**config.mk**
```make
export PLATFORM = sky130hd
export DESIGN_NAME = udma_ctrl
export DESIGN_NICKNAME = d
export VERILOG_FILES = /design/src/udma_pkg.sv /design/src/udma_ctrl.sv
export VERILOG_INCLUDE_DIRS = /design/src
export SDC_FILE = /design/constraint.sdc
export NUM_CORES = 1
export LEC_CHECK = 0
export BUFFER_PORTS_ARGS = -buffer_cell sky130_fd_sc_hd__buf_2
export CAP_MARGIN = 20
export CORE_MARGIN = 2
export CORE_UTILIZATION = 30
export CTS_CLUSTER_DIAMETER = 150
export DETAILED_ROUTE_END_ITERATION = 10
export PLACE_DENSITY = 0.56
export SETUP_SLACK_MARGIN = 0.5
export SLEW_MARGIN = 20
export SYNTH_ARGS = -nofsm -noshare
export SYNTH_HDL_FRONTEND = slang
export SYNTH_SLANG_ARGS = --single-unit
```
**constraint.sdc**
```tcl
create_clock -name pclk -period 6.6 [get_ports pclk]
set_input_delay 1.32 -clock pclk [delete_from_list [all_inputs] [get_ports pclk]]
set_output_delay 1.32 -clock pclk [all_outputs]
set_load 0.005 [all_outputs]
```
**src/udma_cfg.svh**
```systemverilog
// Register offsets and descriptor layout for the micro DMA controller
`ifndef UDMA_CFG_SVH
`define UDMA_CFG_SVH
`define UDMA_REG_CFG 12'h000
`define UDMA_REG_BASE 12'h004
`define UDMA_REG_ENSET 12'h008
`define UDMA_REG_ENCLR 12'h00c
`define UDMA_REG_SWREQ 12'h010
`define UDMA_REG_MASK 12'h014
`define UDMA_REG_PRIO 12'h018
`define UDMA_REG_ALT 12'h01c
`define UDMA_REG_STAT 12'h020
`define UDMA_BASE_LSB 10
`define UDMA_ALT_OFS 32'h0000_0200
`define UDMA_DESC_SHIFT 4
`define UDMA_MODE_HI 2
`define UDMA_SIZE_HI 5
`define UDMA_SIZE_LO 4
`define UDMA_SINC_HI 7
`define UDMA_SINC_LO 6
`define UDMA_DINC_HI 9
`define UDMA_DINC_LO 8
`define UDMA_CNT_HI 25
`define UDMA_CNT_LO 16
`define UDMA_TASK_WORDS 2'h3
`define UDMA_LAST_WORD 2'h2
`define UDMA_INC_NONE 2'h3
`define UDMA_WORD_SIZE 2'h2
`endif

```
**src/udma_pkg.sv**
```systemverilog
// Types shared by the micro DMA controller
package udma_pkg;
  // Transfer modes held in the descriptor control word
  typedef enum logic [2:0] {
    M_STOP = 3'h0, M_BASIC = 3'h1, M_AUTO = 3'h2, M_PING = 3'h3,
    M_MSG = 3'h4, M_MSG_ALT = 3'h5, M_PSG = 3'h6, M_PSG_ALT = 3'h7
  } udma_mode_t;
  // Engine states
  typedef enum logic [2:0] {
    S_IDLE = 3'h0, S_FETCH = 3'h1, S_RD = 3'h2, S_WR = 3'h3, S_WB = 3'h4
  } udma_state_t;
  // Request to the system memory bus
  typedef struct packed {
    logic req;
    logic we;
    logic [1:0] size;
    logic [31:0] addr;
    logic [31:0] wdata;
  } udma_mreq_t;
endpackage : udma_pkg

```
**src/udma_ctrl.sv**
```systemverilog
// Micro DMA controller: APB registers, arbiter and transfer engine
//
// Decided for this implementation: the register offsets and register access over APB.
`timescale 1ns/1ps
`include "udma_cfg.svh"
module udma_ctrl #(
  parameter int NCH = 4,
  parameter int SWCH = 3
) (
  // Clock and reset
  input wire logic pclk,
  input wire logic presetn,
  // APB slave
  input wire logic [11:0] paddr,
  input wire logic psel,
  input wire logic penable,
  input wire logic pwrite,
  input wire logic [31:0] pwdata,
  output logic [31:0] prdata,
  output logic pready,
  output logic pslverr,
  // Peripheral requests
  input wire logic [NCH-1:0] dma_req,
  // Memory bus master
  output udma_pkg::udma_mreq_t mreq,
  input wire logic mem_ack,
  input wire logic [31:0] mem_rdata,
  input wire logic cpu_busy,
  // Completion
  output logic [NCH-1:0] chan_done
);
  localparam int CW = (NCH > 1) ? $clog2(NCH) : 1;
  localparam logic [NCH-1:0] SWBIT = NCH'(1) << SWCH;

  // ----------------------------------------
  // Helpers
  // ----------------------------------------
  // Address step by increment code
  function automatic logic [31:0] step(input logic [31:0] a, input logic [1:0] c);
    step = (c == `UDMA_INC_NONE) ? a : a + (32'h1 << c);
  endfunction : step

  // Lowest set bit of a request vector
  function automatic logic [CW-1:0] pick(input logic [NCH-1:0] v);
    pick = '0;
    for (int i = NCH - 1; i >= 0; i--) begin
      if (v[i]) begin
        pick = CW'(i);
      end
    end
  endfunction : pick

  // ----------------------------------------
  // State
  // ----------------------------------------
  udma_pkg::udma_state_t st_r, st_nxt;
  udma_pkg::udma_mreq_t mreq_r, mreq_nxt;
  logic [CW-1:0] ch_r, ch_nxt;
  logic [31:0] src_r, src_nxt, dst_r, dst_nxt, ctl_r, ctl_nxt, dat_r, dat_nxt;
  logic [1:0] widx_r, widx_nxt, chunk_r, chunk_nxt;
  logic fin_r, fin_nxt, gen_r, gen_nxt;
  logic [31:`UDMA_BASE_LSB] base_r, base_nxt;
  logic [NCH-1:0] en_r, en_nxt, run_r, run_nxt, mask_r, mask_nxt;
  logic [NCH-1:0] prio_r, prio_nxt, alt_r, alt_nxt, done_r, done_nxt;
  logic [31:0] prdata_r, prdata_nxt;
  logic pready_r, pready_nxt, pslverr_r, pslverr_nxt;
  logic [NCH-1:0] hreq, elig;
  logic [9:0] cnt;
  udma_pkg::udma_mode_t mode;
  logic ack, live;

  // Request qualification
  assign hreq = dma_req & ~mask_r & ~SWBIT;
  assign elig = en_r & (run_r | hreq) & {NCH{gen_r}};
  assign cnt = ctl_r[`UDMA_CNT_HI:`UDMA_CNT_LO];
  assign mode = udma_pkg::udma_mode_t'(ctl_r[`UDMA_MODE_HI:0]);
  assign ack = mreq_r.req & mem_ack;
  assign live = run_r[ch_r] | hreq[ch_r];

  // ----------------------------------------
  // Next state
  // ----------------------------------------
  always_comb begin
    logic [31:0] daddr;
    logic acc, wr, endt;
    daddr = '0;
    acc = 1'b0;
    wr = 1'b0;
    endt = 1'b0;
    st_nxt = st_r;
    mreq_nxt = mreq_r;
    ch_nxt = ch_r;
    src_nxt = src_r;
    dst_nxt = dst_r;
    ctl_nxt = ctl_r;
    dat_nxt = dat_r;
    widx_nxt = widx_r;
    chunk_nxt = chunk_r;
    fin_nxt = fin_r;
    gen_nxt = gen_r;
    base_nxt = base_r;
    en_nxt = en_r;
    run_nxt = run_r;
    mask_nxt = mask_r;
    prio_nxt = prio_r;
    alt_nxt = alt_r;
    done_nxt = '0;
    // Descriptor word address
    daddr = {base_r, `UDMA_BASE_LSB'(0)} + (alt_r[ch_r] ? `UDMA_ALT_OFS : 32'h0)
      + (32'(ch_r) << `UDMA_DESC_SHIFT) + {28'h0, widx_r, 2'h0};
    // Issue only while the processor leaves the bus
    if (!mreq_r.req && !cpu_busy && st_r != udma_pkg::S_IDLE) begin
      mreq_nxt.req = 1'b1;
      mreq_nxt.we = (st_r == udma_pkg::S_WR) || (st_r == udma_pkg::S_WB);
      mreq_nxt.size = `UDMA_WORD_SIZE;
      mreq_nxt.addr = daddr;
      mreq_nxt.wdata = (widx_r == 2'h0) ? src_r : (widx_r == 2'h1) ? dst_r : ctl_r;
      if (st_r == udma_pkg::S_RD) begin
        mreq_nxt.size = ctl_r[`UDMA_SIZE_HI:`UDMA_SIZE_LO];
        mreq_nxt.addr = src_r;
      end else if (st_r == udma_pkg::S_WR) begin
        mreq_nxt.size = ctl_r[`UDMA_SIZE_HI:`UDMA_SIZE_LO];
        mreq_nxt.addr = dst_r;
        mreq_nxt.wdata = dat_r;
      end
    end else if (ack) begin
      mreq_nxt.req = 1'b0;
    end
    // Engine
    case (st_r)
      udma_pkg::S_IDLE: begin
        if (|elig) begin
          ch_nxt = (|(elig & prio_r)) ? pick(elig & prio_r) : pick(elig);
          widx_nxt = 2'h0;
          st_nxt = udma_pkg::S_FETCH;
        end
      end
      udma_pkg::S_FETCH: begin
        if (ack) begin
          widx_nxt = widx_r + 2'h1;
          if (widx_r == 2'h0) begin
            src_nxt = mem_rdata;
          end else if (widx_r == 2'h1) begin
            dst_nxt = mem_rdata;
          end else begin
            ctl_nxt = mem_rdata;
            widx_nxt = 2'h0;
            chunk_nxt = 2'h0;
            st_nxt = udma_pkg::S_RD;
            // Stopped or empty descriptor ends the channel
            if (mem_rdata[`UDMA_MODE_HI:0] == udma_pkg::M_STOP
                || mem_rdata[`UDMA_CNT_HI:`UDMA_CNT_LO] == 10'h0) begin
              en_nxt[ch_r] = 1'b0;
              run_nxt[ch_r] = 1'b0;
              st_nxt = udma_pkg::S_IDLE;
            end else if (mem_rdata[`UDMA_MODE_HI:0] == udma_pkg::M_AUTO
                || mem_rdata[`UDMA_MODE_HI:1] == 2'h2) begin
              run_nxt[ch_r] = 1'b1;
            end
          end
        end
      end
      udma_pkg::S_RD: begin
        if (ack) begin
          dat_nxt = mem_rdata;
          src_nxt = step(src_r, ctl_r[`UDMA_SINC_HI:`UDMA_SINC_LO]);
          st_nxt = udma_pkg::S_WR;
        end
      end
      udma_pkg::S_WR: begin
        if (ack) begin
          dst_nxt = step(dst_r, ctl_r[`UDMA_DINC_HI:`UDMA_DINC_LO]);
          ctl_nxt[`UDMA_CNT_HI:`UDMA_CNT_LO] = cnt - 10'h1;
          chunk_nxt = chunk_r + 2'h1;
          // Primary list copy hands over after each task
          endt = mode[2] && !alt_r[ch_r] && chunk_nxt == `UDMA_TASK_WORDS;
          if (cnt == 10'h1 || endt) begin
            fin_nxt = 1'b1;
            st_nxt = udma_pkg::S_WB;
          end else if (gen_r && en_r[ch_r] && live) begin
            st_nxt = udma_pkg::S_RD;
          end else begin
            fin_nxt = 1'b0;
            st_nxt = udma_pkg::S_WB;
          end
        end
      end
      udma_pkg::S_WB: begin
        if (ack) begin
          widx_nxt = widx_r + 2'h1;
          if (widx_r == `UDMA_LAST_WORD) begin
            widx_nxt = 2'h0;
            st_nxt = udma_pkg::S_IDLE;
            if (fin_r) begin
              if (mode[2] && !alt_r[ch_r]) begin
                alt_nxt[ch_r] = 1'b1;
              end else if (mode == udma_pkg::M_PING) begin
                done_nxt[ch_r] = 1'b1;
                alt_nxt[ch_r] = ~alt_r[ch_r];
              end else if (mode[2] && mode[0]) begin
                alt_nxt[ch_r] = 1'b0;
              end else begin
                done_nxt[ch_r] = 1'b1;
                en_nxt[ch_r] = 1'b0;
                run_nxt[ch_r] = 1'b0;
                alt_nxt[ch_r] = 1'b0;
              end
            end
          end
        end
      end
      default: begin
        st_nxt = udma_pkg::S_IDLE;
      end
    endcase
    // APB: one wait state, write lands on the ready edge
    acc = psel & penable & ~pready_r;
    wr = psel & penable & pready_r & pwrite;
    pready_nxt = acc;
    prdata_nxt = '0;
    pslverr_nxt = 1'b0;
    if (acc) begin
      case (paddr)
        `UDMA_REG_CFG: prdata_nxt = {31'h0, gen_r};
        `UDMA_REG_BASE: prdata_nxt = {base_r, `UDMA_BASE_LSB'(0)};
        `UDMA_REG_ENSET: prdata_nxt = 32'(en_r);
        `UDMA_REG_ENCLR: prdata_nxt = 32'h0;
        `UDMA_REG_SWREQ: prdata_nxt = 32'(run_r);
        `UDMA_REG_MASK: prdata_nxt = 32'(mask_r);
        `UDMA_REG_PRIO: prdata_nxt = 32'(prio_r);
        `UDMA_REG_ALT: prdata_nxt = 32'(alt_r);
        `UDMA_REG_STAT: prdata_nxt = {15'h0, st_r != udma_pkg::S_IDLE, 8'h0, 8'(ch_r)};
        default: pslverr_nxt = 1'b1;
      endcase
    end
    // Software writes after hardware, so a set wins
    if (wr) begin
      case (paddr)
        `UDMA_REG_CFG: gen_nxt = pwdata[0];
        `UDMA_REG_BASE: base_nxt = pwdata[31:`UDMA_BASE_LSB];
        `UDMA_REG_ENSET: en_nxt = en_nxt | pwdata[NCH-1:0];
        `UDMA_REG_ENCLR: en_nxt = en_nxt & ~pwdata[NCH-1:0];
        `UDMA_REG_SWREQ: run_nxt = run_nxt | pwdata[NCH-1:0];
        `UDMA_REG_MASK: mask_nxt = pwdata[NCH-1:0];
        `UDMA_REG_PRIO: prio_nxt = pwdata[NCH-1:0];
        `UDMA_REG_ALT: alt_nxt = pwdata[NCH-1:0];
        default: mask_nxt = mask_nxt; // Unmapped writes are dropped
      endcase
    end
    // Global disable drops pending software starts
    if (!gen_nxt) begin
      run_nxt = '0;
    end
  end

  // ----------------------------------------
  // Registers
  // ----------------------------------------
  always_ff @(posedge pclk or negedge presetn) begin
    if (!presetn) begin
      st_r <= udma_pkg::S_IDLE;
      mreq_r <= '0;
      ch_r <= '0;
      src_r <= '0;
      dst_r <= '0;
      ctl_r <= '0;
      dat_r <= '0;
      widx_r <= '0;
      chunk_r <= '0;
      fin_r <= 1'b0;
      gen_r <= 1'b0;
      base_r <= '0;
      en_r <= '0;
      run_r <= '0;
      mask_r <= '0;
      prio_r <= '0;
      alt_r <= '0;
      done_r <= '0;
      prdata_r <= '0;
      pready_r <= 1'b0;
      pslverr_r <= 1'b0;
    end else begin
      st_r <= st_nxt;
      mreq_r <= mreq_nxt;
      ch_r <= ch_nxt;
      src_r <= src_nxt;
      dst_r <= dst_nxt;
      ctl_r <= ctl_nxt;
      dat_r <= dat_nxt;
      widx_r <= widx_nxt;
      chunk_r <= chunk_nxt;
      fin_r <= fin_nxt;
      gen_r <= gen_nxt;
      base_r <= base_nxt;
      en_r <= en_nxt;
      run_r <= run_nxt;
      mask_r <= mask_nxt;
      prio_r <= prio_nxt;
      alt_r <= alt_nxt;
      done_r <= done_nxt;
      prdata_r <= prdata_nxt;
      pready_r <= pready_nxt;
      pslverr_r <= pslverr_nxt;
    end
  end

  // Outputs
  assign prdata = prdata_r;
  assign pready = pready_r;
  assign pslverr = pslverr_r;
  assign mreq = mreq_r;
  assign chan_done = done_r;
endmodule : udma_ctrl

```
==> results of run 1 <==
-- stage by stage --
| stage | instances | total power [uW] | util [%] | cell area (um2) |
|---|---|---|---|---|
| after CTS | 2416 | 4833 | 35.50 | 17810 |
| after floorplan | 1602 | 2495 | - | 15270 |
| final | 2419 | 4772 | 35.52 | 17820 |
| after detailed placement | 2360 | 2981 | 33.34 | 16730 |
| after global routing | 2418 | 5025 | 35.51 | 17820 |
| after global placement | 2360 | 2958 | 33.34 | 16730 |
-- synth_stat cells (15+ instances only) --
cell	count
nor3_1	29
nand4_1	23
clkbuf_1	65
inv_1	32
nor4_1	15
a211oi_1	16
o21ai_0	150
nand2b_1	15
buf_2	27
a21oi_1	110
mux2_2	88
nand3_1	32
nor2_1	99
dfrtp_1	281
and3_1	38
o22ai_1	17
nand2_1	188
mux2i_1	108
-- area by class of cell --
type | instances | area (um2) | share of cell area (%)
well taps | 672 | 840.8 | 4.719
diodes | 3 | 7.507 | 0.04213
inverters | 32 | 120.1 | 0.6741
repair buffers | 200 | 1076 | 6.039
clock inverters | 14 | 187.7 | 1.053
flip-flops and latches | 281 | 7036 | 39.48
multi-input cells | 1175 | 7655 | 42.96
clock buffers | 42 | 895.9 | 5.028
-- path summary, 6_finish.rpt --
check	start	to	slack (ns)	cells past startpoint
setup / recovery	st_r[0]$_DFFE_PN0P_	run_r[0]$_DFF_PN0_	3.38	6
hold / removal	mreq[24]$_DFFE_PN0P_	mreq[24]$_DFFE_PN0P_	0.47	2
setup reg to reg	st_r[0]$_DFFE_PN0P_	run_r[0]$_DFF_PN0_	3.38	6
hold reg to reg	mreq[24]$_DFFE_PN0P_	mreq[24]$_DFFE_PN0P_	0.47	2
max in group asynchronous	presetn	src_r[4]$_DFFE_PN0P_	4.63	2
min in group asynchronous	presetn	prdata[1]$_DFF_PN0_	0.66	1
-- placed cells by master (no fill, tap or decap), drive strengths merged, types with 38 or more instances in the layout --
cell,instances
and3,38
nor2,100
a21oi,110
clkbuf,42
mux2i,108
dfrtp,281
nand2,189
mux2,88
buf,200
o21ai,151
-- flip-flops by register name, indices dropped and copies added (netlist names) --
name       flops
ch_r           2
chunk_r        2
pslverr        1
chan_done      4
pready         1
widx_r         2
prdata        26
mask_r         4
en_r           4
prio_r         4
ctl_r         32
dst_r         32
fin_r          1
dat_r         32
run_r          4
src_r         32
gen_r          1
mreq          68
alt_r          4
base_r        22
st_r           3
-- cells by family after synthesis --
group                    Yosys count  synth area share (%)
flip-flops                       281                 46.10
buffers and inverters            146                 4.044
XOR/XNOR                           2                0.1149
AO/OA/AOI/OAI                    437                 17.74
adder cells (fa/ha/maj)           13                 1.165
AND/OR/NAND/NOR                  520                 17.08
other                              1               0.02458
multiplexers                     197                 13.73
-- power by group through the flow --
stage	Combinational, uW	Sequential (uW)	Clock, uW
2_1_floorplan	395	2100	0
3_3_place_gp	852	2110	0
3_5_place_dp	862	2120	0
4_1_cts	864	2090	1880
5_1_grt	960	2110	1950
6_report	847	2080	1840
-- worst min-delay path: stages (launching register included) --
cell and delay, ns:
dfrtp_1 0.34, nand2_1 0.04, o21ai_0 0.06
-- per-layer routing --
metal | routed length (um) | GRT usage, % | part of all wire, % | vias up
met1 | 23220 | 27.01 | 46 | 6447
met4 | 1584 | 6.331 | 3.1 | 22
met3 | 4004 | 4.109 | 7.9 | 112
met5 | 117 | 0 | 0.23 | -
li1 | - | - | - | 6085
met2 | 21830 | 28.11 | 43 | 474
==> key figures, run 1 <==
Floorplanning
  • Core box area: between 50000 and 60000 um2
  • Die Span Y: around 230 um
  • Die area: approximately 53000 um2
  • # IOs: between 150 and 200
  • Die X: around 230 um
  • Starting Density: a little under a third
  • Rows: slightly above 80

Power and ir drop
  • Sw Ratio: 29.50%
  • Logic pwr share: 17.7%
  • Power Dens Cells: approximately 270 nW/um2
  • Sequential share of power: a little over two fifths
  • Static leakage: 0.008181 uW
  • Internal: ~3400 uW
  • Sw power: ~1400 uW
  • Clock share of power: between 30% and 40%
  • VDD IR max: 0.1923 mV

Timing
  • Rel. slew slack: 33.36%
  • Final Cycle Share: 48.83%
  • Sum Neg Setup Slack: 0 ns
  • RSZ-0062 raised after global routing: false
  • Final Slew Violations: 0
  • Tightest Pin Transition: 0.9996 ns
  • Min Tclk post-route: approximately 3.2 ns
  • Final Hold Fails: 0
  • Final setup fails: 0
  • Fmax: 310.3 MHz
  • Clk_skew: 0.02325 ns
  • Final worst slack: 3.377 ns
  • Fin Hold WS: 0.4729 ns

Clocking
  • Clock tree from TritonCTS: built
  • Postcts setup bufs: 0
  • Htree depth: 1
  • Reg clk slew, reported paths: 0.06 ns
  • Worst-Skew Late Latency: 0.59 ns
  • TritonCTS buffer count: 30
  • CTS Hold Buffers Added: 0
  • Clock Sinks: ~280
  • Post-CTS sizing: 0
  • Clk buf depth: 3
  • Root buffer cell: clkbuf_16

Cells and area
  • Nets: approximately 1800
  • Layout cells sized above 1: 21.27%
  • # fillers: 5096
  • Synth-to-layout area growth: 16.82%

Yosys
  • Post-synth EDFFs: 0
  • Post-Syn Area per Cell: 9.551 um2
  • Sequential-to-total area share from yosys stat: between 40% and 50%
  • Area share of the largest cell type after synthesis: a little under half
  • Synth warn: 0
  • Synth area leader: dfrtp_1
  • Ys flop type: dfrtp_1
  • Synthesized area: 15250 um2
  • Register bit total from synthesis: 281
  • Top cells by area, synth: dfrtp_1 46%, mux2i_1 7.1%, mux2_2 6.5%
  • Cells after Synth: between 1500 and 2000
  • Share of flip-flops with an asynchronous set or reset: 100.0%
  • Distinct cells, synth: 78

Setup path
  • Cell family with most CP delay: simple AND/OR/NAND/NOR gates
  • Startpoint types: flop
  • WP data required: 7.03 ns
  • CP max FO: 50
  • Cell at the slowest stage of the critical path: and3b_2
  • Critical setup path kind: reg2reg
  • WP data arrival: 3.65 ns
  • Worst path bufs/invs: 1
  • Critical Path Sink Type: flop
  • Worst path cell trace: buf_4 > and4b_1 > and3b_2 > a32oi_1 > o31ai_1 > a21oi_1
  • Critical path's largest stage delay: ~0.82 ns

Place
  • Gpl congestion: 0.8527
  • # port buffers: between 150 and 200
  • Dpl ws: 3.054 ns
  • Final HPWL DP: roughly 36000 um

Outcome
  • Status: completed

Detailed routing
  • DRC: 0
  • DR pass1 iterations: 5
  • Drt via density: between 5 and 6
  • Final ANT Viol Nets: 0
  • Vias: 13140
  • Iteration-0 DRC Markers: ~1100
  • WL final: 50760 um
  • Routed wire per std cell: 20.98 um

Global route
  • GRT overflow: 0
  • Initial antenna violation count: 15
  • Global-route wire length before repair: 77410 um
  • Vias in the first global route: 12560
  • Tot GR Track Use: 18.88%
  • Pin count of the biggest net entering global routing: 159

Run
  • Max Cap Viol: 0

Min path
  • Min-Delay Path Class: reg2reg
No activity file was read; power rests on OpenSTA's default activity.
==> inputs of run 2 (changes only) <==
--- a/config.mk
+++ b/config.mk
@@ -12,7 +12,7 @@
 export CORE_UTILIZATION = 30
 export CTS_CLUSTER_DIAMETER = 150
 export DETAILED_ROUTE_END_ITERATION = 10
-export PLACE_DENSITY = 0.56
+export PLACE_DENSITY = 0.58
 export SETUP_SLACK_MARGIN = 0.5
 export SLEW_MARGIN = 20
 export SYNTH_ARGS = -nofsm -noshare
==> constraint.sdc (replaced) <==
create_clock -name pclk -period 2.8 [get_ports pclk]
set_input_delay 0.56 -clock pclk [delete_from_list [all_inputs] [get_ports pclk]]
set_output_delay 0.56 -clock pclk [all_outputs]
set_load 0.005 [all_outputs]
==> run 2 against run 1 <==
  * Global-route usage rose by 0.70 points
  * Sequential cell count unchanged
  * Combinational power grew to 2.6 times the previous value
  * Sequential power grew 140%
  * First-iteration DRC count fell by 6.4%
  * Final area grew 6.7%
  * Sequential share of layout area fell by 2.5 points
  * Fmax rose by 29%
  * Worst setup slack worse by 3.1 ns
  * Critical path type unchanged
  * Critical endpoint is now src_r[10]$_DFFE_PN0P_
  * Largest power group unchanged
==> key figures, run 2 (synthesis results as in run 1) <==
Min path
  • Min-Delay Path Class: in2reg
  • Hold Path Sink: base_r[20]$_DFFE_PN0P_
  • Hold path startpoint: pwdata[20]
  • Hold path depth: 2 (unchanged)

Timing
  • Sum Neg Setup Slack: 0 ns (unchanged)
  • Fmax: 399.0 MHz (+29%)
  • Final Hold Fails: 0 (unchanged)
  • Min Tclk post-route: 2.506 ns (-0.7162 ns)
  • Clk_skew: 0.02580 ns (+0.002545 ns)
  • Final worst slack: 0.2936 ns (-3.084 ns)
  • Final Cycle Share: 89.51% (+41 points)
  • Tightest Pin Transition: 0.9361 ns (-0.06343 ns)
  • Final setup fails: 0 (unchanged)
  • Final Slew Violations: 0 (unchanged)
  • Rel. slew slack: 37.11% (+3.7 points)
  • RSZ-0062 raised after global routing: true

Clocking
  • Root buffer cell: clkbuf_16
  • Htree depth: 2 (+1)
  • Worst-Skew Late Latency: 0.54 ns (-0.05 ns)
  • Clock Sinks: 281 (unchanged)
  • Clk buf depth: 3 (unchanged)
  • Reg clk slew, reported paths: 0.06 ns (about the same)
  • TritonCTS buffer count: 34 (+13%)
  • Clock tree from TritonCTS: built

Detailed routing
  • DR pass1 iterations: 7 (+2)
  • Final ANT Viol Nets: 0 (unchanged)
  • Drt via density: 5.477 (+0.82%)
  • Routed wire per std cell: 21.07 um (+0.41%)
  • DRC: 0 (unchanged)
  • WL final: 52820 um (+4.1%)
  • Vias: 13730 (+4.5%)
  • Iteration-0 DRC Markers: 1056 (-6.4%)

Power and ir drop
  • Sw power: 3449 uW (+150%)
  • Logic pwr share: 19.0% (+1.3 points)
  • Sw Ratio: 29.89% (+0.39 points)
  • Clock share of power: 38.6% (about the same)
  • Static leakage: 0.008791 uW (+7.5%)
  • VDD IR max: 0.3533 mV (+84%)
  • Final Power: 11540 uW (+140%)
  • Internal: 8091 uW (+140%)
  • Sequential share of power: 42.4% (-1.3 points)
  • Power Dens Cells: 607.1 nW/um2 (+130%)

Setup path
  • R2R setup slack: 0.29 ns (-3.08 ns)
  • WP data required: 3.24 ns (-3.79 ns)
  • CP startpoint: ctl_r[6]$_DFFE_PN0P_
  • R2R depth: 9 (+3)
  • Worst reg2reg endpoint: src_r[10]$_DFFE_PN0P_
  • CP max FO: 4 (-92%)
  • Critical setup path kind: reg2reg
  • WP data arrival: 2.95 ns (-0.70 ns)
  • Startpoint types: flop
  • Critical Path Sink Type: flop
  • Reg-to-Reg Start: ctl_r[6]$_DFFE_PN0P_

Global route
  • GRT overflow: 0 (unchanged)
  • Pin count of the biggest net entering global routing: 61 (-62%)
  • Global-route wire length before repair: 80230 um (+3.6%)
  • Initial antenna violation count: 14 (-1)
  • Tot GR Track Use: 19.58% (+0.70 points)
  • Vias in the first global route: 13070 (+4.0%)

Outcome
  • Status: completed

Cells and area
  • Layout cells sized above 1: 27.89% (+6.6 points)
  • Multi-input gate area: 8048 um2 (+5.1%)
  • Final Cell Area: 19010 um2 (+6.7%)
  • Synth-to-layout area growth: 24.62%
  • Reg area: 7036 um2 (unchanged)
  • Nets: 1908 (+4.8%)
  • # fillers: 4889 (-4.1%)
  • Most common cell after layout, fill and taps aside: dfrtp_1
  • Leading cell types in the layout, fill and taps excluded: 278 x dfrtp_1, 186 x nand2_1, 178 x buf_2
  • Fin util: 37.89% (+2.4 points)
  • Max FFs per register: 68 (unchanged)

Place
  • Gpl congestion: 0.8829 (+3.5%)
  • Post-DP Area: 17250 um2 (+3.1%)
  • Dpl ws: 0.1460 ns (-2.908 ns)
  • Final HPWL DP: 38140 um (+6.2%)
  • # port buffers: 179 (unchanged)

Floorplanning
  • Die X: 229.5 um (unchanged)
  • Rows: 82 (unchanged)
  • Die Span Y: 229.5 um (unchanged)
  • Core box area: 50170 um2 (unchanged)
  • Starting Density: 30.40% (unchanged)
  • # IOs: 193 (unchanged)
  • Die area: 52660 um2 (unchanged)

Run
  • Max Cap Viol: 0 (unchanged)
[run 2: changes by cell type in the layout (fill, tap and decap cells not counted), moves of 6 or more]
| cell | before | now |
|---|---|---|
| buf_4 | 20 | 87 |
| ha_1 | 11 | 5 |
| clkbuf_8 | 10 | 4 |
| buf_12 | 1 | 9 |
| nor3_1 | 29 | 22 |
| buf_6 | 0 | 7 |
[run 2: worst max-delay path by stage]
stage | endpoint
after floorplan | dst_r[30]$_DFFE_PN0P_
after global placement | dst_r[26]$_DFFE_PN0P_
after detailed placement | dst_r[30]$_DFFE_PN0P_
after CTS | dst_r[26]$_DFFE_PN0P_
after global routing | src_r[10]$_DFFE_PN0P_
final | src_r[10]$_DFFE_PN0P_
[run 2: worst max-delay path: stages, from the launching register on]
cell and delay [ns]:
dfrtp_1 0.38, nor2_2 0.12, ha_2 0.19, inv_2 0.04
fa_2 0.34, nand2b_4 0.17, a2111o_1 0.47, or2_4 0.25
or4_1 0.39, o21ai_1 0.09
[run 2: layout make-up]
class	count	share of cell area, %
Multi-Input combinational cell	1175	42.34
Sequential cell	281	37.01
Timing Repair Buffer	284	9.696
Clock buffer	44	4.884
Tap cell	672	4.423
Clock inverter	16	0.9742
Inverter	32	0.6319
Antenna cell	3	0.03949
[run 2: metrics by stage]
step	hold WS [ns]	cells
floorplan	0.2644	1602
global placement	0.4580	2413
detailed placement	0.4656	2413
CTS	0.2325	2490
global route	0.2527	2504
finish	0.2543	2507
[run 2: power by group through the flow]
| stage | Sequential [uW] | Clock (uW) | Combinational, uW |
|---|---|---|---|
| 2_1_floorplan | 4950 | 0 | 930 |
| 3_3_place_gp | 4950 | 0 | 2150 |
| 3_5_place_dp | 4960 | 0 | 2180 |
| 4_1_cts | 4890 | 4570 | 2200 |
| 5_1_grt | 4960 | 4740 | 2470 |
| 6_report | 4890 | 4460 | 2190 |
[run 2: repair_timing]
action	4_1_cts	5_1_grt
resized for setup	25	52
pin swaps	27	34
hold buffers	1	0
setup endpoints to repair	40	76
hold endpoints to repair	46	0
setup buffers	16	14
[run 2: layer usage]
layer  up-vias  wire (um)  global-route usage (%)  share of wire (%)
met1      6760      23290                   27.42                 44
li1       6269          -                       -                  -
met5         -        136                       0               0.26
met2       563      23230                   29.57                 44
met3       114       4613                   4.918                8.7
met4        24       1549                   6.108                2.9
